`src/core/sie_pkg.sv`:
```
package sie_pkg;

	// Clock and timebase
	localparam int unsigned CLK_PERIOD_NS = 25;
	localparam int unsigned MS_NS         = 1000000;
	localparam int unsigned MS_CYCLES     = MS_NS / CLK_PERIOD_NS;
	localparam int unsigned TICK_W        = 16;

	// Timing figures in milliseconds
	localparam logic [9:0] TWO_HAND_WINDOW_MS = 10'h1f4;
	localparam logic [7:0] FILTER_MIN_MS      = 8'h03;
	localparam logic [7:0] FILTER_MAX_MS      = 8'hfa;
	localparam logic [3:0] TEST_PERIOD_MS     = 4'h8;

	// Register byte offsets
	localparam logic [3:0] OFS_CTRL   = 4'h0;
	localparam logic [3:0] OFS_FILTER = 4'h4;
	localparam logic [3:0] OFS_SIMUL  = 4'h8;
	localparam logic [3:0] OFS_STATUS = 4'hc;

	// Reset values
	localparam logic [13:0] CTRL_RESET   = 14'h0000;
	localparam logic [7:0]  FILTER_RESET = 8'h03;
	localparam logic [9:0]  SIMUL_RESET  = 10'h0c8;

	// Control word fields (bit positions match sie_cfg_s packing)
	localparam int unsigned CTRL_KIND_LSB  = 0;
	localparam int unsigned CTRL_ALT_BIT   = 6;
	localparam int unsigned CTRL_RSTEN_BIT = 7;
	localparam int unsigned CTRL_RSTMON_BIT = 8;
	localparam int unsigned CTRL_SU_BIT    = 9;
	localparam int unsigned CTRL_ERR_BIT   = 10;
	localparam int unsigned CTRL_PULSE_BIT = 11;
	localparam int unsigned CTRL_SIM_BIT   = 12;
	localparam int unsigned CTRL_RUN_BIT   = 13;
	localparam int unsigned CTRL_W         = 14;

	// Status word fields
	localparam int unsigned ST_OUT_BIT   = 0;
	localparam int unsigned ST_FAULT_BIT = 1;
	localparam int unsigned ST_SIM_BIT   = 2;
	localparam int unsigned ST_SHORT_BIT = 3;
	localparam int unsigned ST_CFG_BIT   = 4;
	localparam int unsigned ST_SU_BIT    = 5;
	localparam int unsigned ST_OPEN_BIT  = 6;
	localparam int unsigned ST_FILT_LSB  = 7;

	// Fixed logic levels of the chained-controller input
	localparam logic constant_high_level = 1'b1;
	localparam logic constant_low_level  = 1'b0;

	// Kind of field device evaluated
	typedef enum logic [5:0] {
		KIND_TWO_HAND = 6'h01,
		KIND_SENSOR   = 6'h02,
		KIND_MAT      = 6'h04,
		KIND_SWITCH   = 6'h08,
		KIND_GRIP     = 6'h10,
		KIND_CHAIN    = 6'h20
	} sie_kind_e;

	typedef enum logic [2:0] {
		SU_WAIT_ACT = 3'h1,
		SU_WAIT_CLR = 3'h2,
		SU_DONE     = 3'h4
	} sie_su_e;

	typedef enum logic [2:0] {
		RS_LOCKED = 3'h1,
		RS_ARMED  = 3'h2,
		RS_OPEN   = 3'h4
	} sie_rst_e;

	typedef struct packed {
		logic       run;
		logic       simul_en;
		logic       pulse_en;
		logic       err_en;
		logic       startup_en;
		logic       rst_monitored;
		logic       rst_en;
		logic       alt_type;
		logic [5:0] kind;
	} sie_cfg_s;

endpackage

```
`src/core/sie_input_evaluator.sv`:
```
// The implementer's own choices: the address map and the Avalon-MM register port.
`timescale 1ns/10ps
`default_nettype none

module sie_input_evaluator
#(
	parameter int unsigned TICK_CYCLES = sie_pkg::MS_CYCLES
)
(
	input  wire logic        clk,
	input  wire logic        srst,
	input  wire logic [3:0]  avs_address,
	input  wire logic        avs_read,
	input  wire logic        avs_write,
	input  wire logic [31:0] avs_writedata,
	input  wire logic [3:0]  avs_byteenable,
	output logic      [31:0] avs_readdata,
	output logic             avs_waitrequest,
	input  wire logic        contact_input_first,
	input  wire logic        contact_input_second,
	input  wire logic        contact_input_third,
	input  wire logic        contact_input_fourth,
	input  wire logic        reset_input,
	input  wire logic        master_unit,
	output logic      [1:0]  test_pulse_out,
	output logic             block_out,
	output logic             fault_out
);

	// Byte-lane merge, used by every writable register
	function automatic logic [31:0] merge_be(input logic [31:0] old_v,
		input logic [31:0] new_v, input logic [3:0] be);
		logic [31:0] r;
		r = old_v;
		for (int i = 0; i < 4; i++)
		begin
			if (be[i])
				r[i*8 +: 8] = new_v[i*8 +: 8];
		end
		return r;
	endfunction

	// Out-of-range filter settings are pulled to the nearest legal value
	function automatic logic [7:0] clamp_filter(input logic [7:0] v);
		if (v < sie_pkg::FILTER_MIN_MS)
			return sie_pkg::FILTER_MIN_MS;
		else if (v > sie_pkg::FILTER_MAX_MS)
			return sie_pkg::FILTER_MAX_MS;
		else
			return v;
	endfunction

	sie_pkg::sie_cfg_s cfg_ff;
	logic [7:0]        filter_ff;
	logic [9:0]        simul_ff;
	logic              ack_ff;
	localparam int unsigned TICK_W_L = sie_pkg::TICK_W;
	logic [31:0]       rdata_ff;
	logic [TICK_W_L-1:0] tick_cnt_ff;
	logic              tick;
	logic [4:0]        raw;
	logic [4:0]        raw_eff;
	logic [4:0]        filt_ff;
	logic [4:0]        nxt_filt;
	logic [7:0]        db_cnt_ff [5];
	logic [7:0]        nxt_db_cnt [5];
	logic [7:0]        filt_ms;
	logic [3:0]        tp_cnt_ff;
	logic              tp_sel_ff;
	logic              tp_active_ff;
	logic [1:0]        short_ff;
	logic              sim_fault_ff;
	logic [9:0]        sim_cnt_ff;
	logic              mismatch;
	logic              sim_on;
	logic              th_released_ff;
	logic              th_armed_ff;
	logic              th_timing_ff;
	logic [9:0]        th_timer_ff;
	logic              btn_a;
	logic              btn_b;
	logic              cond;
	logic              cfg_fault;
	logic              fault;
	logic              act_high;
	logic              act_seen;
	logic              clr_seen;
	logic              cond_d_ff;
	logic              rst_rise;
	logic              rst_fall;
	logic              rst_d_ff;
	sie_pkg::sie_su_e  su_ff;
	sie_pkg::sie_su_e  nxt_su;
	sie_pkg::sie_rst_e rs_ff;
	sie_pkg::sie_rst_e nxt_rs;
	logic              out_ff;
	logic              fault_ff;

	// Bus decode: one wait cycle, then the answer
	wire       bus_req   = avs_read | avs_write;
	wire       wr_take   = avs_write & ack_ff;
	wire       sel_ctrl  = avs_address == sie_pkg::OFS_CTRL;
	wire       sel_filt  = avs_address == sie_pkg::OFS_FILTER;
	wire       sel_simul = avs_address == sie_pkg::OFS_SIMUL;
	wire       sel_stat  = avs_address == sie_pkg::OFS_STATUS;
	wire [31:0] ctrl_word  = {{(32-sie_pkg::CTRL_W){1'b0}}, cfg_ff};
	wire [31:0] filt_word  = {24'h000000, filter_ff};
	wire [31:0] simul_word = {22'h000000, simul_ff};
	wire [31:0] stat_word  = {20'h00000, filt_ff, rs_ff == sie_pkg::RS_OPEN,
		su_ff == sie_pkg::SU_DONE, cfg_fault, |short_ff, sim_fault_ff, fault, out_ff};
	wire [31:0] ctrl_new   = merge_be(ctrl_word, avs_writedata, avs_byteenable);
	wire [31:0] filt_new   = merge_be(filt_word, avs_writedata, avs_byteenable);
	wire [31:0] simul_new  = merge_be(simul_word, avs_writedata, avs_byteenable);
	wire [31:0] rd_mux     = sel_ctrl ? ctrl_word : sel_filt ? filt_word :
		sel_simul ? simul_word : sel_stat ? stat_word : 32'h00000000;

	assign avs_waitrequest = bus_req & ~ack_ff;
	assign avs_readdata    = rdata_ff;

	// Acknowledge and read data; unmapped reads answer zero
	always_ff @(posedge clk)
	begin
		if (srst)
		begin
			ack_ff   <= 1'b0;
			rdata_ff <= 32'h00000000;
		end
		else
		begin
			ack_ff   <= bus_req & ~ack_ff;
			rdata_ff <= (avs_read & ~ack_ff) ? rd_mux : rdata_ff;
		end
	end

	// Configuration registers; status is read-only
	always_ff @(posedge clk)
	begin
		if (srst)
		begin
			cfg_ff    <= sie_pkg::CTRL_RESET;
			filter_ff <= sie_pkg::FILTER_RESET;
			simul_ff  <= sie_pkg::SIMUL_RESET;
		end
		else
		begin
			if (wr_take && sel_ctrl)
				cfg_ff <= ctrl_new[sie_pkg::CTRL_W-1:0];
			if (wr_take && sel_filt)
				filter_ff <= filt_new[7:0];
			if (wr_take && sel_simul)
				simul_ff <= simul_new[9:0];
		end
	end

	// Millisecond timebase
	assign tick = tick_cnt_ff == TICK_W_L'(TICK_CYCLES - 1);

	always_ff @(posedge clk)
	begin
		if (srst)
			tick_cnt_ff <= '0;
		else
			tick_cnt_ff <= tick ? '0 : tick_cnt_ff + TICK_W_L'(1);
	end

	// Pulse test: each output drops for one ms in turn, one output per mat input
	always_ff @(posedge clk)
	begin
		if (srst)
		begin
			tp_cnt_ff    <= 4'h0;
			tp_sel_ff    <= 1'b0;
			tp_active_ff <= 1'b0;
			short_ff     <= 2'b00;
		end
		else if (!cfg_ff.pulse_en)
		begin
			tp_cnt_ff    <= 4'h0;
			tp_active_ff <= 1'b0;
			short_ff     <= 2'b00;
		end
		else if (tick)
		begin
			tp_cnt_ff    <= (tp_cnt_ff == sie_pkg::TEST_PERIOD_MS - 4'h1) ? 4'h0 : tp_cnt_ff + 4'h1;
			tp_active_ff <= tp_cnt_ff == sie_pkg::TEST_PERIOD_MS - 4'h1;
			if (tp_active_ff)
			begin
				// A return that stays high while its feed is low is shorted
				short_ff[tp_sel_ff] <= raw[tp_sel_ff];
				tp_sel_ff           <= ~tp_sel_ff;
			end
		end
	end

	// Outputs idle high so the contacts carry a live level
	always_ff @(posedge clk)
	begin
		if (srst)
			test_pulse_out <= 2'b11;
		else
			test_pulse_out <= {~(tp_active_ff & tp_sel_ff), ~(tp_active_ff & ~tp_sel_ff)};
	end

	// Reset input sits on the input after the last contact
	assign raw = {reset_input, contact_input_fourth, contact_input_third,
		contact_input_second, contact_input_first};
	assign filt_ms = clamp_filter(filter_ff);

	// The channel under test is frozen so the test dip never reaches the filter
	always_comb
	begin
		raw_eff = raw;
		if (tp_active_ff)
			raw_eff[tp_sel_ff] = filt_ff[tp_sel_ff];
	end

	// Debounce: one extra tick guarantees the full time despite tick phase
	always_comb
	begin
		nxt_filt = filt_ff;
		for (int i = 0; i < 5; i++)
		begin
			nxt_db_cnt[i] = db_cnt_ff[i];
			if (raw_eff[i] == filt_ff[i])
				nxt_db_cnt[i] = 8'h00;
			else if (tick)
			begin
				if (db_cnt_ff[i] >= filt_ms)
				begin
					nxt_filt[i]   = raw_eff[i];
					nxt_db_cnt[i] = 8'h00;
				end
				else
					nxt_db_cnt[i] = db_cnt_ff[i] + 8'h01;
			end
		end
	end

	always_ff @(posedge clk)
	begin
		if (srst)
		begin
			filt_ff   <= 5'h00;
			db_cnt_ff <= '{default: 8'h00};
		end
		else
		begin
			filt_ff   <= nxt_filt;
			db_cnt_ff <= nxt_db_cnt;
		end
	end

	// Two-hand buttons: quad type uses NO on first/third and NC on second/fourth
	assign btn_a = cfg_ff.alt_type ? filt_ff[0] & ~filt_ff[1] : filt_ff[0];
	assign btn_b = cfg_ff.alt_type ? filt_ff[2] & ~filt_ff[3] : filt_ff[1];

	// Pairs of contacts checked per device kind: quad two-hand pairs must differ, mat, grip and double chain pairs must agree
	always_comb
	begin
		mismatch = 1'b0;
		sim_on   = cfg_ff.simul_en;
		case (cfg_ff.kind)
			sie_pkg::KIND_TWO_HAND:
				mismatch = cfg_ff.alt_type & ((filt_ff[0] == filt_ff[1]) | (filt_ff[2] == filt_ff[3]));
			sie_pkg::KIND_GRIP:
			begin
				sim_on   = 1'b1;
				mismatch = filt_ff[0] != filt_ff[1];
			end
			sie_pkg::KIND_MAT:
				mismatch = filt_ff[0] != filt_ff[1];
			sie_pkg::KIND_CHAIN:
				mismatch = cfg_ff.alt_type & (filt_ff[0] != filt_ff[1]);
			default:
				mismatch = 1'b0;
		endcase
	end

	// Simultaneity: the error clears once the contacts agree again or the check is switched off
	always_ff @(posedge clk)
	begin
		if (srst)
		begin
			sim_cnt_ff   <= 10'h000;
			sim_fault_ff <= 1'b0;
		end
		else if (!sim_on || !mismatch)
		begin
			sim_cnt_ff   <= 10'h000;
			sim_fault_ff <= 1'b0;
		end
		else if (tick)
		begin
			sim_cnt_ff   <= (sim_cnt_ff == 10'h3ff) ? sim_cnt_ff : sim_cnt_ff + 10'h001;
			sim_fault_ff <= sim_fault_ff | (sim_cnt_ff >= simul_ff);
		end
	end

	// Two-hand window: a new cycle needs both released first
	always_ff @(posedge clk)
	begin
		if (srst)
		begin
			th_released_ff <= 1'b0;
			th_armed_ff    <= 1'b0;
			th_timing_ff   <= 1'b0;
			th_timer_ff    <= 10'h000;
		end
		else if (!btn_a && !btn_b)
		begin
			th_released_ff <= 1'b1;
			th_armed_ff    <= 1'b0;
			th_timing_ff   <= 1'b0;
			th_timer_ff    <= 10'h000;
		end
		else if (btn_a && btn_b)
		begin
			th_armed_ff    <= th_armed_ff | th_released_ff;
			th_released_ff <= 1'b0;
			th_timing_ff   <= 1'b0;
		end
		else
		begin
			// Only one button down: count the window, drop arming
			th_armed_ff  <= 1'b0;
			th_timing_ff <= th_released_ff;
			if (th_released_ff && tick)
				th_timer_ff <= th_timer_ff + 10'h001;
			if (th_timing_ff && th_timer_ff >= sie_pkg::TWO_HAND_WINDOW_MS)
				th_released_ff <= 1'b0;
		end
	end

	// Evaluated input condition per kind
	always_comb
	begin
		cond      = 1'b0;
		cfg_fault = 1'b0;
		case (cfg_ff.kind)
			sie_pkg::KIND_TWO_HAND:
				cond = btn_a & btn_b & th_armed_ff;
			sie_pkg::KIND_SENSOR:
				cond = filt_ff[0];
			sie_pkg::KIND_MAT:
			begin
				cond      = filt_ff[0] & filt_ff[1];
				cfg_fault = ~cfg_ff.pulse_en;
			end
			sie_pkg::KIND_SWITCH:
				cond = filt_ff[0];
			sie_pkg::KIND_GRIP:
				cond = filt_ff[0] & filt_ff[1] & (~cfg_ff.alt_type | filt_ff[2]);
			sie_pkg::KIND_CHAIN:
			begin
				if (!master_unit)
				begin
					cond      = sie_pkg::constant_low_level;
					cfg_fault = 1'b1;
				end
				else if (cfg_ff.alt_type ? filt_ff[0] & filt_ff[1] : filt_ff[0])
					cond = sie_pkg::constant_high_level;
				else
					cond = sie_pkg::constant_low_level;
			end
			default:
				cfg_fault = 1'b1;
		endcase
	end

	assign fault = sim_fault_ff | (|short_ff) | cfg_fault;

	// Start-up test: hand devices are activated by pressing, sensors by occupying
	assign act_high = cfg_ff.kind == sie_pkg::KIND_TWO_HAND ||
		cfg_ff.kind == sie_pkg::KIND_GRIP || cfg_ff.kind == sie_pkg::KIND_SWITCH;
	assign act_seen = act_high ? cond : ~cond;
	assign clr_seen = ~act_seen;

	always_comb
	begin
		nxt_su = su_ff;
		case (su_ff)
			sie_pkg::SU_WAIT_ACT:
				if (cfg_ff.run && !cfg_ff.startup_en)
					nxt_su = sie_pkg::SU_DONE;
				else if (cfg_ff.run && act_seen && !fault)
					nxt_su = sie_pkg::SU_WAIT_CLR;
			sie_pkg::SU_WAIT_CLR:
				if (clr_seen && !fault)
					nxt_su = sie_pkg::SU_DONE;
			sie_pkg::SU_DONE:
				nxt_su = sie_pkg::SU_DONE;
			default:
				nxt_su = sie_pkg::SU_WAIT_ACT;
		endcase
	end

	// Reset input edges taken from the filtered copy
	assign rst_rise = filt_ff[4] & ~rst_d_ff;
	assign rst_fall = ~filt_ff[4] & rst_d_ff;

	always_comb
	begin
		nxt_rs = rs_ff;
		case (rs_ff)
			sie_pkg::RS_LOCKED:
				if (cond && rst_rise)
					nxt_rs = cfg_ff.rst_monitored ? sie_pkg::RS_ARMED : sie_pkg::RS_OPEN;
			sie_pkg::RS_ARMED:
				if (!cond)
					nxt_rs = sie_pkg::RS_LOCKED;
				else if (rst_fall)
					nxt_rs = sie_pkg::RS_OPEN;
			sie_pkg::RS_OPEN:
				if (!cond && cond_d_ff)
					nxt_rs = sie_pkg::RS_LOCKED;
			default:
				nxt_rs = sie_pkg::RS_LOCKED;
		endcase
	end

	always_ff @(posedge clk)
	begin
		if (srst)
		begin
			su_ff     <= sie_pkg::SU_WAIT_ACT;
			rs_ff     <= sie_pkg::RS_LOCKED;
			rst_d_ff  <= 1'b0;
			cond_d_ff <= 1'b0;
		end
		else
		begin
			su_ff     <= nxt_su;
			rs_ff     <= nxt_rs;
			rst_d_ff  <= filt_ff[4];
			cond_d_ff <= cond;
		end
	end

	// Final output: any fault forces 0; fault flag only when selected
	always_ff @(posedge clk)
	begin
		if (srst)
		begin
			out_ff   <= 1'b0;
			fault_ff <= 1'b0;
		end
		else
		begin
			out_ff   <= cfg_ff.run & (su_ff == sie_pkg::SU_DONE) & cond & ~fault &
				(~cfg_ff.rst_en | rs_ff == sie_pkg::RS_OPEN);
			fault_ff <= cfg_ff.err_en & fault;
		end
	end

	assign block_out = out_ff;
	assign fault_out = fault_ff;

endmodule

`default_nettype wire

```
`config.mk`:
```
export PLATFORM = sky130hd
export DESIGN_NAME = sie_input_evaluator
export DESIGN_NICKNAME = d
export VERILOG_FILES = /design/src/core/sie_pkg.sv /design/src/core/sie_input_evaluator.sv
export SDC_FILE = /design/constraint.sdc
export NUM_CORES = 1
export LEC_CHECK = 0
export ABC_AREA = 1
export BUFFER_PORTS_ARGS = -buffer_cell sky130_fd_sc_hd__buf_2
export CAP_MARGIN = 10
export CORE_ASPECT_RATIO = 1.25
export CORE_MARGIN = 5
export CORE_UTILIZATION = 54
export DETAILED_ROUTE_END_ITERATION = 16
export GPL_TIMING_DRIVEN = 0
export PLACE_DENSITY = 0.74
export REMOVE_ABC_BUFFERS = 1
export SLEW_MARGIN = 20
export SYNTH_ARGS = -nofsm -noshare
export SYNTH_HDL_FRONTEND = slang
export SYNTH_SLANG_ARGS = --single-unit
```
`constraint.sdc`:
```
create_clock -name clk -period 2.2 [get_ports clk]
set_input_delay 0.33 -clock clk [delete_from_list [all_inputs] [get_ports clk]]
set_output_delay 0.33 -clock clk [all_outputs]
set_load 0.01 [all_outputs]
```
==> impl_metrics.yaml <==
status:
  outcome: "finished, violations left"
  violations: "setup timing"
sta:
  drv_slew: 0
  relSlewSlack_pct: 31.2
  fin_tns_setup_ns: -2.69
  finalHoldViolations: 0
  period_needed_ns: 2.34
  period_share_pct: 106
  setup_viol_count_final: 36
  setup_ws_ns: -0.139
  fin_skew_ns: 0.00890
  rsz0062_at_grt: "true"
  worst_slew_pin_slew_ns: 1.03
  fmax_mhz: 428
power:
  power.leakage_uw: 0.00418
  power_uw: 6390
  ir_worst_vdd_mv: 0.483
  power_density_mw_per_mm2: 634
yosys:
  yosysUniqueCellTypes: 46
  synth_top_family_by_area: "simple AND/OR/NAND/NOR gates"
  synth_fa_ha_area_share_pct: 9.63
  synthesis.area_mm2: 0.00844
  synth_most_common_cell: "nand2_1"
  synth_compound_area_share_pct: 14.6
  async_reset_ff_share_pct: 0
  synth_area_per_cell_um2: 7.26
  synth_top_area_cell: "dfxtp_1"
  synthSimpleGateAreaFrac_pct: 26.5
  synthTopCellsByCount: "nand2_1, dfxtp_1, inv_1"
  ys_seq_area_share_pct: 36.0
  synth_ff_type: "dfxtp_1"
  synthCells: 1163
  ys_seq_elements: 152
  yosysTopAreaCellShare_pct: 36.0
  yosys_warnings: 0
  synthXorXnorAreaFrac_pct: 3.11
  synth_edf_count: 0
  muxShareOfSynthArea_pct: 0.474
  yosys-top-cells-area: "dfxtp_1, ha_1, nand2_1"
drt:
  highest_layer: "met4"
  met2WireLength_mm: 11.4
  post_drt_wl_per_cell_um: 15.5
  num_vias: 8091
  met1Wirelength_mm: 9.34
  drc_errors: 0
  vias_per_cell: 5.53
  met3_length_mm: 1.20
  antenna_left: 0
  drt_first_pass_iters: 5
  wl_mm: 22.7
  drt_iter0_drc: 560
placement:
  dp_hpwl_mm: 15.3
  io_buffers: 48
  gp_congestion: 0.922
  dp.cells: 1400
global_routing:
  grt_pass1_wl_mm: 35.5
  grt_usage_pct: 24.1
  grt_max_degree: 42
  grt_antenna_before_repair: 0
  grt_pass1_vias: 7504
  overflow: 0
clock_network:
  cts_tree: "yes"
  cts_max_level: 4
  ctsHoldBuffers: 0
  insertion_delay_ns: 0.43
  cts_buffers: 17
  cts_root_buffer: "clkbuf_16"
  clkTransAtPathRegs_ns: 0.06
  cts_sinks: 152
  cts.path.max_buffers: 2
finish:
  final_cells: 1464
  nFillCells: 1338
  drive_above_1_share_pct: 16.9
  insertedDiodeCount: 0
  area_delta_synth_final_pct: 19.3
  seqCellArea_mm2: 0.00306
  nNetsFinal: 1354
  multi_input_area_mm2: 0.00498
floorplan:
  die_w_um: 122
  die_y_um: 150
  start_util_pct: 54.5
  rows: 51
  design.die.area_mm2: 0.0183
  core_area_mm2: 0.0155
  ios: 87
worst_setup_path:
  cp_num_buf_inv: 2
  critPathRequiredTime_ns: 2.57
  crit_arrival_ns: 2.71
  endpoint_kind: "flop"
  setup.worst_path.start_class: "flop"
  max_stage_delay_ns: 0.36
  path_class: "flop to flop"
  cp_top_family: "simple AND/OR/NAND/NOR gates"
  crit_path_top_delay_cell: "dfxtp_2"
  worstPathMaxFanout: 7
  cp_cell_sequence: "nand2_1, nor4_4, nor3b_4, buf_6, ha_4, a21oi_2, o21ai_1, nand2_1, o2111ai_4, nand2_2, nand4_1, buf_6, nor2_2"
run:
  maxCapViolations: 0
min_path:
  min_path_type: "input pin to flop"
[layer usage]
metal | track usage (%) | vias up
met3 | 4.35 | 77
li1 | - | 4000
met4 | 9.75 | 0
met5 | 0 | -
met1 | 29.9 | 3767
met2 | 41.3 | 247
[worst paths after layout]
check,startpoint,endpoint,slack (ns),cells after the start
max reg2reg,filter_ff[5]$_SDFFE_PP0P_,db_cnt_ff[29]$_SDFFE_PP0N_,-0.14,13
min reg2reg,tick_cnt_ff[0]$_SDFF_PP0_,tick_cnt_ff[0]$_SDFF_PP0_,0.46,1
max,filter_ff[5]$_SDFFE_PP0P_,db_cnt_ff[29]$_SDFFE_PP0N_,-0.14,13
min,avs_writedata[3],simul_ff[3]$_SDFFE_PP1P_,0.18,3
[stage by stage]
| stage | hold WS (ns) | worst slack (ns) | instance area (um^2) | util (%) |
|---|---|---|---|---|
| after floorplan | 0.399 | 0.00128 | 8260 | - |
| after global placement | 0.432 | -1.08 | 8760 | 56.5 |
| after detailed placement | 0.453 | -0.960 | 8800 | 56.8 |
| after CTS | 0.171 | -0.100 | 9740 | 62.8 |
| after global routing | 0.188 | -0.257 | 10100 | 64.9 |
| final | 0.177 | -0.139 | 10100 | 64.9 |
[logic make-up (layout without fill, tap and decap cells)]
family / after synthesis / in the layout
xor+xnor: 30 / 30
mux: 4 / 4
fa+ha+maj: 65 / 65
other cells: 1 / 18
simple gates: 496 / 497
flops: 152 / 152
buf+inv: 192 / 263
compound gates: 223 / 223
[report_power, final]
part / internal (uW) / total [uW] / switching, uW
Sequential: 2790 / 2810 / 21.9
Clock: 2070 / 3260 / 1190
Combinational: 107 / 321 / 214
[layout by cell type, fill, tap and decap left out, types with 4 or more instances in the layout]
| cell type | instances |
|---|---|
| nand3_1 | 47 |
| nor3_1 | 27 |
| nor2_4 | 5 |
| nor2_1 | 126 |
| o211ai_1 | 7 |
| nor2_2 | 15 |
| nand4_1 | 33 |
| o22ai_1 | 4 |
| nor4_1 | 6 |
| a21oi_2 | 7 |
| inv_1 | 139 |
| dfxtp_2 | 7 |
| or2_2 | 9 |
| a21oi_1 | 107 |
| clkinvlp_4 | 5 |
| buf_4 | 25 |
| buf_2 | 48 |
| ha_4 | 4 |
| o21ai_0 | 64 |
| a31o_2 | 4 |
| a211oi_1 | 4 |
| inv_2 | 7 |
| o221ai_1 | 6 |
| nand2_2 | 10 |
| conb_1 | 18 |
| bufinv_16 | 5 |
| xnor2_1 | 4 |
| nand2_1 | 194 |
| xor2_1 | 26 |
| dfxtp_1 | 143 |
| mux2i_1 | 4 |
| buf_6 | 5 |
| clkbuf_16 | 17 |
| o21ai_1 | 6 |
| ha_1 | 60 |
| nand2_4 | 4 |
| a41oi_1 | 4 |
[state kept, by name, indices dropped and copies added (netlist names), 2 cells and up]
name / flops
rs_ff: 3
short_ff: 2
tp_cnt_ff: 4
simul_ff: 10
th_timer_ff: 10
sim_cnt_ff: 10
su_ff: 3
filter_ff: 8
test_pulse_out: 2
avs_readdata: 14
db_cnt_ff: 40
filt_ff: 5
tick_cnt_ff: 16
cfg_ff: 14
[tightest hold or removal path: stages]
cell	delay [ns]
buf_2	0.12
nand2_1	0.06
o211ai_1	0.06
[area by class of cell]
class	instances	area share, %
Clock inverter	12	1.96
Tap cell	212	2.63
Multi-Input combinational cell	837	49.4
Clock buffer	20	4.53
Timing Repair inverter	1	0.0870
Timing Repair Buffer	80	5.16
Sequential cell	152	30.4
Inverter	150	5.83
[timing repair]
item / CTS / global route
cloned: 0 / 2
setup buffers: 17 / 13
resized for setup: 37 / 55
endpoints found under the setup margin: 76 / 85
pin swaps: 9 / 21
Power figures use the tool's default switching activity.
